<file path="config.mk">
export PLATFORM = sky130hd
export DESIGN_NAME = term_ctrl
export DESIGN_NICKNAME = d
export VERILOG_FILES = /design/src/pkg/term_ctrl_pkg.sv /design/src/rtl/term_ctrl.sv
export VERILOG_INCLUDE_DIRS = /design/src /design/src/pkg
export SDC_FILE = /design/constraint.sdc
export NUM_CORES = 1
export LEC_CHECK = 0
export BUFFER_PORTS_ARGS = -buffer_cell sky130_fd_sc_hd__buf_4
export CORE_MARGIN = 1.5
export CORE_UTILIZATION = 40
export DETAILED_ROUTE_END_ITERATION = 10
export HOLD_SLACK_MARGIN = 0.02
export PLACE_DENSITY = 0.61
export RECOVER_POWER = 100
export SYNTH_ARGS = -nofsm -noshare
export SYNTH_HDL_FRONTEND = slang
export SYNTH_SLANG_ARGS = --single-unit
</file>
<file path="constraint.sdc">
create_clock -name clk_i -period 10 [get_ports clk_i]
set_input_delay 0 -clock clk_i [delete_from_list [all_inputs] [get_ports clk_i]]
set_output_delay 0 -clock clk_i [all_outputs]
set_load 0.005 [all_outputs]
</file>
<file path="src/pkg/term_ctrl_regs.svh">
// register offsets, field positions, reset values and timing counts
`ifndef TERM_CTRL_REGS_SVH
`define TERM_CTRL_REGS_SVH

// register offsets
`define REG_MODE_ONE 4'h0
`define REG_MODE_TWO 4'h1
`define REG_MODE_FIVE 4'h2
`define REG_LATENCY 4'h3
`define REG_CONFIG 4'h4
`define REG_STATUS 4'h5

// mode register fields
`define MODE_ONE_DLL_BIT 0
`define MODE_ONE_NOM_HI 10
`define MODE_ONE_NOM_LO 8
`define MODE_TWO_WR_HI 10
`define MODE_TWO_WR_LO 9
`define MODE_FIVE_PARK_HI 8
`define MODE_FIVE_PARK_LO 6
`define MODE_FIVE_BUFDIS_BIT 5

// latency register fields
`define LAT_CWL_HI 4
`define LAT_CWL_LO 0
`define LAT_AL_HI 9
`define LAT_AL_LO 5
`define LAT_PL_HI 13
`define LAT_PL_LO 10
`define LAT_CL_HI 19
`define LAT_CL_LO 14

// config register fields
`define CFG_CRC_BIT 0
`define CFG_PRE2_BIT 1
`define CFG_BURST_HI 3
`define CFG_BURST_LO 2

// status register fields
`define STAT_STATE_HI 3
`define STAT_STATE_LO 0
`define STAT_PD_BIT 4
`define STAT_HOLD_BIT 5

// reset values
`define MODE_ONE_RST 16'h0001
`define MODE_TWO_RST 16'h0000
`define MODE_FIVE_RST 16'h0000
`define LATENCY_RST 20'h2c009
`define CONFIG_RST 4'h0

// timing
`define HIST_DEPTH 64
`define CLK_PERIOD_PS 8000
`define ASYNC_ON_MIN_PS 1000
`define ASYNC_OFF_MIN_PS 1000
`define ASYNC_ON_CYC ((`ASYNC_ON_MIN_PS + `CLK_PERIOD_PS - 1) / `CLK_PERIOD_PS)
`define ASYNC_OFF_CYC ((`ASYNC_OFF_MIN_PS + `CLK_PERIOD_PS - 1) / `CLK_PERIOD_PS)
`define TERM_HOLD_MIN_CHOP 7'h04
`define TERM_HOLD_MIN_FULL 7'h06

`endif

</file>
<file path="src/pkg/term_ctrl_pkg.sv">
// types shared by the termination control block
package term_ctrl_pkg;

	typedef enum logic [3:0]
	{
		TERM_OFF = 4'b0001,
		TERM_PARK = 4'b0010,
		TERM_NOM = 4'b0100,
		TERM_WR = 4'b1000
	} term_state_e;

	typedef enum logic [1:0]
	{
		BURST_FIXED_FULL = 2'h0,
		BURST_ON_FLY = 2'h1,
		BURST_FIXED_CHOP = 2'h2
	} burst_mode_e;

	typedef struct packed
	{
		logic write;
		logic read;
		logic chop;
	} cmd_s;

	typedef struct packed
	{
		logic [3:0] addr;
		logic [31:0] wdata;
		logic wr;
		logic rd;
	} reg_req_s;

endpackage : term_ctrl_pkg

</file>
<file path="src/rtl/term_ctrl.sv">
// on-die termination control of the memory device
// Behaviour
// RULE_01 - controller holds pin high for minimum hold
// RULE_02 - hold counted from pin high or write
// RULE_03 - no termination while driving read data
// RULE_04 - write termination fields nonzero enable dynamic switching
// RULE_05 - mode register fields select each termination value
// RULE_06 - pin switches nominal, parked while pin low
// RULE_07 - write selects write termination after select delay
// RULE_08 - write termination released after burst release delay
// RULE_09 - select delay is latency minus two or three
// RULE_10 - chop release is latency plus four or five
// RULE_11 - full release is latency plus six or seven
// RULE_12 - dll off gives undelayed asynchronous mode
// RULE_13 - async turn-on after minimum on time
// RULE_14 - async turn-off after minimum off time
// RULE_15 - buffer disable drops nominal in power-down
// RULE_16 - controller drives pin steady entering power-down
// RULE_17 - pre power-down window samples may be omitted
// RULE_18 - controller holds pin low until exit time
// RULE_19 - sync nominal delay latency minus two or three
// RULE_20 - priority read, write, nominal, parked
// RULE_21 - read disable from latency minus x, half burst plus x plus y
// RULE_22 - pin sampled each rising edge, counts in cycles
`include "term_ctrl_regs.svh"
`timescale 1ns/1ps
`default_nettype none

module term_ctrl
	import term_ctrl_pkg::*;
(
	// clock and reset
	input wire logic clk_i,
	input wire logic rst_i,
	// device pins
	input wire logic term_ctl_pin_i,
	input wire logic cke_i,
	// decoded commands
	input wire cmd_s cmd_i,
	// register port
	input wire reg_req_s req_i,
	output logic [31:0] rdata_o,
	// termination selection
	output term_state_e term_state_o,
	output logic [2:0] term_value_o
);

	////////////////////////////////////////////////////////////////////////////
	// declarations

	localparam int HD = `HIST_DEPTH;

	logic [15:0] mode_one_r;
	logic [15:0] mode_two_r;
	logic [15:0] mode_five_r;
	logic [19:0] latency_r;
	logic [3:0] config_r;
	logic hold_viol_r;
	logic [31:0] rdata_r;

	logic [2:0] pin_sync_r;
	logic pin_f_r;
	logic [2:0] cke_sync_r;
	logic cke_f_r;

	logic [HD-1:0] pin_hist_r;
	logic [HD-1:0] wr_hist_r;
	logic [HD-1:0] wr_chop_hist_r;
	logic [HD-1:0] rd_hist_r;
	logic [HD-1:0] rd_chop_hist_r;

	logic [6:0] hold_cnt_r;
	logic hold_run_r;
	logic hold_chop_r;

	term_state_e state_r;
	term_state_e state_nxt;
	logic [2:0] value_r;
	logic [2:0] value_nxt;

	logic [6:0] wl;
	logic [6:0] rl;
	logic [6:0] xcyc;
	logic [6:0] ycyc;
	logic [6:0] nom_dly;
	logic [6:0] nom_idx;
	logic [6:0] wsel_dly;
	logic [6:0] wrel_chop;
	logic [6:0] wrel_full;
	logic [6:0] rd_start;
	logic [6:0] hold_min;
	logic [2:0] nom_val;
	logic [2:0] park_val;
	logic [2:0] wr_val;
	logic dyn_en;
	logic dll_on;
	logic buf_dis;
	logic crc_en;
	logic pre2;
	logic cmd_chop;
	logic nom_sync;
	logic nom_async;
	logic nom_on;
	logic wr_act;
	logic rd_act;
	logic pin_rise;
	logic pin_fall;

	////////////////////////////////////////////////////////////////////////////
	// field decode

	assign nom_val = mode_one_r[`MODE_ONE_NOM_HI:`MODE_ONE_NOM_LO]; // RULE_05
	assign park_val = mode_five_r[`MODE_FIVE_PARK_HI:`MODE_FIVE_PARK_LO]; // RULE_05
	assign wr_val = {1'b0, mode_two_r[`MODE_TWO_WR_HI:`MODE_TWO_WR_LO]}; // RULE_05
	assign dyn_en = |mode_two_r[`MODE_TWO_WR_HI:`MODE_TWO_WR_LO]; // RULE_04
	assign dll_on = mode_one_r[`MODE_ONE_DLL_BIT]; // RULE_12
	assign buf_dis = mode_five_r[`MODE_FIVE_BUFDIS_BIT];
	assign crc_en = config_r[`CFG_CRC_BIT];
	assign pre2 = config_r[`CFG_PRE2_BIT];

	// chopped burst, fixed or on the fly
	always_comb
	begin
		case (burst_mode_e'(config_r[`CFG_BURST_HI:`CFG_BURST_LO]))
			BURST_FIXED_CHOP: cmd_chop = 1'b1;
			BURST_ON_FLY: cmd_chop = cmd_i.chop;
			default: cmd_chop = 1'b0;
		endcase
	end

	////////////////////////////////////////////////////////////////////////////
	// latencies

	assign wl = 7'(latency_r[`LAT_CWL_HI:`LAT_CWL_LO])
		+ 7'(latency_r[`LAT_AL_HI:`LAT_AL_LO])
		+ 7'(latency_r[`LAT_PL_HI:`LAT_PL_LO]);
	assign rl = 7'(latency_r[`LAT_CL_HI:`LAT_CL_LO])
		+ 7'(latency_r[`LAT_AL_HI:`LAT_AL_LO])
		+ 7'(latency_r[`LAT_PL_HI:`LAT_PL_LO]);
	assign xcyc = pre2 ? 7'h03 : 7'h02; // RULE_21
	assign ycyc = crc_en ? 7'h01 : 7'h00; // RULE_21

	assign nom_dly = (wl > xcyc) ? wl - xcyc : 7'h00; // RULE_19
	assign wsel_dly = (wl > xcyc) ? wl - xcyc : 7'h00; // RULE_09
	assign wrel_chop = wl + 7'h04 + ycyc; // RULE_10
	assign wrel_full = wl + 7'h06 + ycyc; // RULE_11
	assign rd_start = (rl > xcyc) ? rl - xcyc : 7'h00; // RULE_21

	assign hold_min = (hold_chop_r ? `TERM_HOLD_MIN_CHOP : `TERM_HOLD_MIN_FULL)
		+ ycyc + (pre2 ? 7'h01 : 7'h00);

	////////////////////////////////////////////////////////////////////////////
	// pin synchronisers

	always_ff @(posedge clk_i)
	begin
		if (rst_i)
		begin
			pin_sync_r <= 3'h0;
			pin_f_r <= 1'b0;
		end
		else
		begin
			pin_sync_r <= {pin_sync_r[1:0], term_ctl_pin_i}; // RULE_22
			if (pin_sync_r[1] == pin_sync_r[2])
				pin_f_r <= pin_sync_r[2];
		end
	end

	always_ff @(posedge clk_i)
	begin
		if (rst_i)
		begin
			cke_sync_r <= 3'h0;
			cke_f_r <= 1'b0;
		end
		else
		begin
			cke_sync_r <= {cke_sync_r[1:0], cke_i};
			if (cke_sync_r[1] == cke_sync_r[2])
				cke_f_r <= cke_sync_r[2];
		end
	end

	assign pin_rise = pin_f_r & ~pin_hist_r[0];
	assign pin_fall = ~pin_f_r & pin_hist_r[0];

	////////////////////////////////////////////////////////////////////////////
	// sample and command histories

	always_ff @(posedge clk_i)
	begin
		if (rst_i)
		begin
			pin_hist_r <= '0;
			wr_hist_r <= '0;
			wr_chop_hist_r <= '0;
			rd_hist_r <= '0;
			rd_chop_hist_r <= '0;
		end
		else
		begin
			// samples during power-down with buffer disabled are dropped
			pin_hist_r <= {pin_hist_r[HD-2:0], pin_f_r & ~(buf_dis & ~cke_f_r)}; // RULE_17
			wr_hist_r <= {wr_hist_r[HD-2:0], cmd_i.write & dyn_en}; // RULE_07
			wr_chop_hist_r <= {wr_chop_hist_r[HD-2:0], cmd_chop};
			rd_hist_r <= {rd_hist_r[HD-2:0], cmd_i.read};
			rd_chop_hist_r <= {rd_chop_hist_r[HD-2:0], cmd_chop};
		end
	end

	////////////////////////////////////////////////////////////////////////////
	// nominal termination

	// sync mode delayed by write latency minus two or three, async mode by a fixed short time
	assign nom_idx = (nom_dly == 7'h00) ? 7'h00 : nom_dly - 7'h01;
	assign nom_sync = pin_hist_r[(nom_idx > 7'd63) ? 6'd63 : nom_idx[5:0]]; // RULE_19
	assign nom_async = pin_hist_r[`ASYNC_ON_CYC - 1] & pin_hist_r[`ASYNC_OFF_CYC - 1]; // RULE_13
	assign nom_on = (dll_on ? nom_sync : nom_async) // RULE_12
		& (nom_val != 3'h0)
		& ~(buf_dis & ~cke_f_r); // RULE_15

	////////////////////////////////////////////////////////////////////////////
	// write and read windows

	always_comb
	begin
		wr_act = 1'b0;
		rd_act = 1'b0;
		for (int k = 0; k < HD; k++)
		begin
			if (wr_hist_r[k] && (7'(k) >= wsel_dly) // RULE_07
				&& (7'(k) < (wr_chop_hist_r[k] ? wrel_chop : wrel_full))) // RULE_08
				wr_act = 1'b1;
			if (rd_hist_r[k] && (7'(k) >= rd_start)
				&& (7'(k) < rd_start + (rd_chop_hist_r[k] ? 7'h02 : 7'h04)
				+ xcyc + ycyc)) // RULE_21
				rd_act = 1'b1;
		end
	end

	////////////////////////////////////////////////////////////////////////////
	// termination selection

	always_comb
	begin
		if (rd_act)
		begin
			state_nxt = TERM_OFF; // RULE_03
			value_nxt = 3'h0;
		end
		else if (wr_act)
		begin
			state_nxt = TERM_WR; // RULE_20
			value_nxt = wr_val;
		end
		else if (nom_on)
		begin
			state_nxt = TERM_NOM; // RULE_06
			value_nxt = nom_val;
		end
		else if (park_val != 3'h0)
		begin
			state_nxt = TERM_PARK; // RULE_06
			value_nxt = park_val;
		end
		else
		begin
			state_nxt = TERM_OFF;
			value_nxt = 3'h0;
		end
	end

	always_ff @(posedge clk_i)
	begin
		if (rst_i)
		begin
			state_r <= TERM_OFF;
			value_r <= 3'h0;
		end
		else
		begin
			case (state_nxt)
				TERM_OFF, TERM_PARK, TERM_NOM, TERM_WR: state_r <= state_nxt; // RULE_20
				default: state_r <= TERM_OFF;
			endcase
			value_r <= value_nxt;
		end
	end

	////////////////////////////////////////////////////////////////////////////
	// hold interval check

	always_ff @(posedge clk_i)
	begin
		if (rst_i)
		begin
			hold_cnt_r <= 7'h00;
			hold_run_r <= 1'b0;
			hold_chop_r <= 1'b0;
		end
		else if (pin_rise || cmd_i.write)
		begin
			hold_cnt_r <= 7'h01; // RULE_02
			hold_run_r <= 1'b1;
			hold_chop_r <= cmd_chop;
		end
		else if (hold_run_r)
		begin
			if (pin_fall || hold_cnt_r >= hold_min)
				hold_run_r <= 1'b0;
			else
				hold_cnt_r <= hold_cnt_r + 7'h01;
		end
	end

	////////////////////////////////////////////////////////////////////////////
	// register port

	always_ff @(posedge clk_i)
	begin
		if (rst_i)
		begin
			mode_one_r <= `MODE_ONE_RST;
			mode_two_r <= `MODE_TWO_RST;
			mode_five_r <= `MODE_FIVE_RST;
			latency_r <= `LATENCY_RST;
			config_r <= `CONFIG_RST;
		end
		else if (req_i.wr)
		begin
			case (req_i.addr)
				`REG_MODE_ONE: mode_one_r <= req_i.wdata[15:0];
				`REG_MODE_TWO: mode_two_r <= req_i.wdata[15:0];
				`REG_MODE_FIVE: mode_five_r <= req_i.wdata[15:0];
				`REG_LATENCY: latency_r <= req_i.wdata[19:0];
				`REG_CONFIG: config_r <= req_i.wdata[3:0];
				default: ;
			endcase
		end
	end

	// sticky hold violation, cleared by writing one; a new violation wins
	always_ff @(posedge clk_i)
	begin
		if (rst_i)
			hold_viol_r <= 1'b0;
		else if (hold_run_r && pin_fall && hold_cnt_r < hold_min && !cmd_i.write)
			hold_viol_r <= 1'b1; // RULE_02
		else if (req_i.wr && req_i.addr == `REG_STATUS && req_i.wdata[`STAT_HOLD_BIT])
			hold_viol_r <= 1'b0;
	end

	always_ff @(posedge clk_i)
	begin
		if (rst_i)
			rdata_r <= 32'h0000_0000;
		else if (req_i.rd)
		begin
			case (req_i.addr)
				`REG_MODE_ONE: rdata_r <= {16'h0000, mode_one_r};
				`REG_MODE_TWO: rdata_r <= {16'h0000, mode_two_r};
				`REG_MODE_FIVE: rdata_r <= {16'h0000, mode_five_r};
				`REG_LATENCY: rdata_r <= {12'h000, latency_r};
				`REG_CONFIG: rdata_r <= {28'h0000000, config_r};
				`REG_STATUS: rdata_r <= {26'h0000000, hold_viol_r, ~cke_f_r, state_r};
				default: rdata_r <= 32'h0000_0000;
			endcase
		end
		else
			rdata_r <= 32'h0000_0000;
	end

	////////////////////////////////////////////////////////////////////////////
	// outputs

	assign rdata_o = rdata_r;
	assign term_state_o = state_r;
	assign term_value_o = value_r;

endmodule : term_ctrl

`default_nettype wire

</file>
==> qor.csv <==
stage;metric;value;unit
outcome;result_of_the_run;complete, but fails checks;
outcome;failed_checks;max-capacitance violations, max-slew violations;
synthesis;yosys-mux-area-fraction;1.56;%
setup_path;critical_path.n_buffers_inverters;6;
power;power_frac_comb;29.8;%
setup_path;crit-reg2reg-capture;term_value_o[0]$_SDFF_PP0_;
place;globalplace.congestion;1.03;
place;placedInstanceArea;0.0316;mm2
sta;final-hold-violation-count;0;
cts;cts.root.buffer_cell;sky130_fd_sc_hd__clkbuf_16;
power;static-leakage-power;14.1;nW
power;power_report.internal_total;2.99;mW
global_route;grt_util_all_layers;29.9;%
synthesis;syn-cell-area;0.0301;mm2
floorplanning;pin_count;84;
cts;cts_setup_buffers;0;
cts;clock_insertion_delay_worst_skew;0.62;ns
setup_path;startpoint_type_of_the_worst_setup_path;flop;
sta;timing_worst_slew_pin_value;3.75;ns
setup_path;rr_startpoint;latency_r[6]$_SDFFE_PP0P_;
setup_path;cp-startpoint;latency_r[6]$_SDFFE_PP0P_;
routing;post_drt_via_cell_ratio;6.12;
floorplanning;fp.dieArea;0.0770;mm2
routing;remaining_drc_errors;0;
synthesis;synth_area_per_cell;7.98;um2
place;place.detailed.instances;4688;
place;portBuffers;59;
sta;finalSetupViolCount;0;
setup_path;cp.arrival;9.59;ns
setup_path;worst-path-stages;28;
floorplanning;floorplan.die.height;278;um
synthesis;number_of_different_library_cells_in_the_post_synthesis_netlist;111;
routing;route.antenna.remaining_nets;0;
cts;cts.clk_slew.worst_paths;0.06;ns
floorplanning;die_width;278;um
synthesis;count_of_flip_flops_with_a_built_in_enable_after_synthesis;0;
setup_path;cp_data_required_time;10.50;ns
power;vdd_ir_drop_max;0.000136;V
sta;fin_crit_sh;90.9;%
synthesis;synth-async-reset-ratio;0;%
sta;achievable-frequency;0.110;GHz
power;power.density_cell_area;137;mW/mm2
synthesis;synth_ff_type;sky130_fd_sc_hd__dfxtp_1;
global_route;grt_overflow;0;
global_route;grt_start_max_net_pins;190;
sta;fin_skew;0.0282;ns
sta;fin_crit;9.09;ns
sta;report.final.slew_viol_count;348;
cells_and_area;final_cell_area;0.0335;mm2
place;post-dp-hpwl;87.4;mm
synthesis;synth_xor_area_share;3.56;%
cells_and_area;nets;4247;
synthesis;simple_gate_portion_of_the_synthesized_area;19.7;%
setup_path;timing.critical_path.slowest_cell_delay;0.62;ns
sta;tns;0;ns
cts;numClockSinks;373;
floorplanning;start_util;40.4;%
cts;numCtsBuffers;43;
run;timing.max_cap.violations;3;
setup_path;critPathMaxFanout;18;
cells_and_area;flow.area_growth_from_synthesis;11.1;%
setup_path;critical_path.endpoint_type;flop;
routing;vias;29400;
sta;rsz0062_at_grt;false;
routing;wl_per_cell;24.5;um
setup_path;worst_setup_path_endpoint;term_value_o[0]$_SDFF_PP0_;
cells_and_area;filler_cell_count;7462;
setup_path;slowest_stage;sky130_fd_sc_hd__nand4_1;
power;total_switching_power;1.60;mW
routing;first_iter_violations;3509;
routing;dr.pass1.iters;7;
floorplanning;row_count;100;
sta;finalWorstSetupSlack;0.910;ns
global_route;first_global_vias;27400;
synthesis;largest_family_of_logic_cells_by_synthesized_area;compound AO/OA/AOI/OAI gates;
cts;htreeDepth;2;
power;clock_power_share;37.6;%
place;place_worst_setup_slack;1.65;ns
power;power_frac_seq;32.7;%
cells_and_area;layout.cells.non_filler;4804;
cts;tritoncts;yes;
power;p_total;4.59;mW
cts;clk_path_buf_depth;3;
floorplanning;core;0.0746;mm2
hold_path;holdCritPathClass;in2reg;
setup_path;setup.worst_path.class;reg2reg;
synthesis;synth_seq_area_share;24.8;%
synthesis;synth-seq-cells;373;
routing;routed_wirelength;118;mm
synthesis;ys_warn_count;0;
setup_path;ff2ff_path_depth;28;
global_route;first_pass_grt_wire_length;177;mm
cells_and_area;antennaDiodeCount;0;
setup_path;cpLargestDelayFamily;simple AND/OR/NAND/NOR gates;
synthesis;synth-compound-area-share;24.6;%
synthesis;yosys.area_share.adder;18.5;%
cells_and_area;layout_cell_share_with_drive_strength_beyond_1;7.67;%
setup_path;reg2reg_setup_slack;0.91;ns
global_route;number_of_antenna_violations_at_the_first_check_in_global_routing;7;
sta;timing.slew.headroom;-150;%
synthesis;post_synth_inst_count;3778;
power;power.switching_fraction;34.8;%
per-stage QoR:
step	util, %	hold slack (ns)
after floorplan	-	0.121
after global placement	42.4	0.223
after detailed placement	42.4	0.218
after CTS	45.0	0.0338
after global routing	44.9	0.0704
final	44.9	0.0621
logic make-up after synthesis:
logic type,after synthesis
and+or+nand+nor,1189
adders and majority gates,405
muxes,45
buffers and inverters,549
AOI/OAI and AO/OA,1110
other,1
DFF,373
xor gates and xnor gates,106
worst min-delay path by stage:
| stage | startpoint | to | slack (ns) | cells after the start |
|---|---|---|---|---|
| floorplan | req_i[2] | latency_r[0]$_SDFFE_PP1P_ | 0.12 | 2 |
| global placement | req_i[19] | latency_r[17]$_SDFFE_PP1P_ | 0.22 | 3 |
| detailed placement | cke_i | cke_sync_r[0]$_SDFF_PP0_ | 0.22 | 2 |
| CTS | req_i[36] | rdata_o[0]$_SDFF_PP0_ | 0.03 | 4 |
| global route | req_i[36] | rdata_o[1]$_SDFF_PP0_ | 0.07 | 4 |
| finish | req_i[36] | rdata_o[0]$_SDFF_PP0_ | 0.06 | 4 |
layer usage:
metal  wire length [um]  vias up  track usage [%]
met5                 59        -                0
met4               7020        8             15.2
met3              10500      384             4.73
met2              51100     1534             46.4
met1              49200    13900             40.0
li1                   -    13600                -
synthesized netlist by cell type (all sizes together) (65+ instances only):
cell type	count	area, um2
nor2	253	955
nor2b	207	1290
a21o	68	510
a31oi	65	413
o21ai	192	972
clkbuf	130	488
nand3	71	360
buf	75	422
nand2	327	1230
fa	67	1340
inv	343	1290
dfxtp	373	7470
a21oi	333	1700
ha	335	4190
nor3	119	642
power by group through the flow:
stage	Sequential [mW]	Combinational, mW	Clock (mW)
finish	1.50	1.36	1.72
detailed placement	1.53	1.32	0
global route	1.50	1.51	1.80
CTS	1.50	1.34	1.73
global placement	1.53	1.30	0
floorplan	1.53	0.956	0
registers in the layout, indices dropped and copies added (netlist names), 3 cells and up:
signal and cells:
config_r 4, latency_r 20, pin_sync_r 3, rd_hist_r 64, wr_hist_r 64, term_value_o 3, mode_five_r 16, mode_one_r 16
pin_hist_r 64, hold_cnt_r 7, mode_two_r 16, cke_sync_r 3, term_state_o 4, wr_chop_hist_r 64, rdata_o 20
final cells by class:
| type | instances | area [um2] | area share (%) |
|---|---|---|---|
| sequential | 373 | 7470 | 22.3 |
| clock inverter | 24 | 309 | 0.923 |
| multi-input combinational | 2867 | 20600 | 61.6 |
| timing repair buffer | 171 | 1370 | 4.09 |
| clock buffer | 56 | 1220 | 3.66 |
| tap | 969 | 1210 | 3.62 |
| inverter | 344 | 1290 | 3.86 |
cell usage in the layout, fill, tap and decap left out, types with 36 or more instances in the layout:
master | Yosys | routed
sky130_fd_sc_hd__dfxtp_1 | 373 | 373
sky130_fd_sc_hd__inv_1 | 341 | 339
sky130_fd_sc_hd__ha_1 | 335 | 335
sky130_fd_sc_hd__a21oi_1 | 328 | 328
sky130_fd_sc_hd__nand2_1 | 327 | 326
sky130_fd_sc_hd__nor2_1 | 251 | 247
sky130_fd_sc_hd__nor2b_1 | 207 | 207
sky130_fd_sc_hd__o21ai_0 | 170 | 170
sky130_fd_sc_hd__nor3_1 | 111 | 109
sky130_fd_sc_hd__buf_4 | 18 | 104
sky130_fd_sc_hd__nand3_1 | 70 | 70
sky130_fd_sc_hd__a21o_1 | 68 | 68
sky130_fd_sc_hd__fa_1 | 67 | 67
sky130_fd_sc_hd__a31oi_1 | 64 | 63
sky130_fd_sc_hd__o211ai_1 | 58 | 58
sky130_fd_sc_hd__xnor2_1 | 56 | 55
sky130_fd_sc_hd__clkbuf_16 | 0 | 43
sky130_fd_sc_hd__xor2_1 | 39 | 38
sky130_fd_sc_hd__a211oi_1 | 38 | 38
sky130_fd_sc_hd__dlygate4sd3_1 | 0 | 36
repair_timing:
action / in CTS / in global routing
hold buffers: 36 / 0
gates resized for setup: 0 / 0
hold endpoints to repair: 158 / 0
worst min-delay path, cell delays in order:
cell	delay, ns
sky130_fd_sc_hd__buf_4	0.15
sky130_fd_sc_hd__mux2_2	0.16
sky130_fd_sc_hd__a222oi_1	0.09
sky130_fd_sc_hd__a21oi_1	0.21
(Power assumes the default switching activity.)
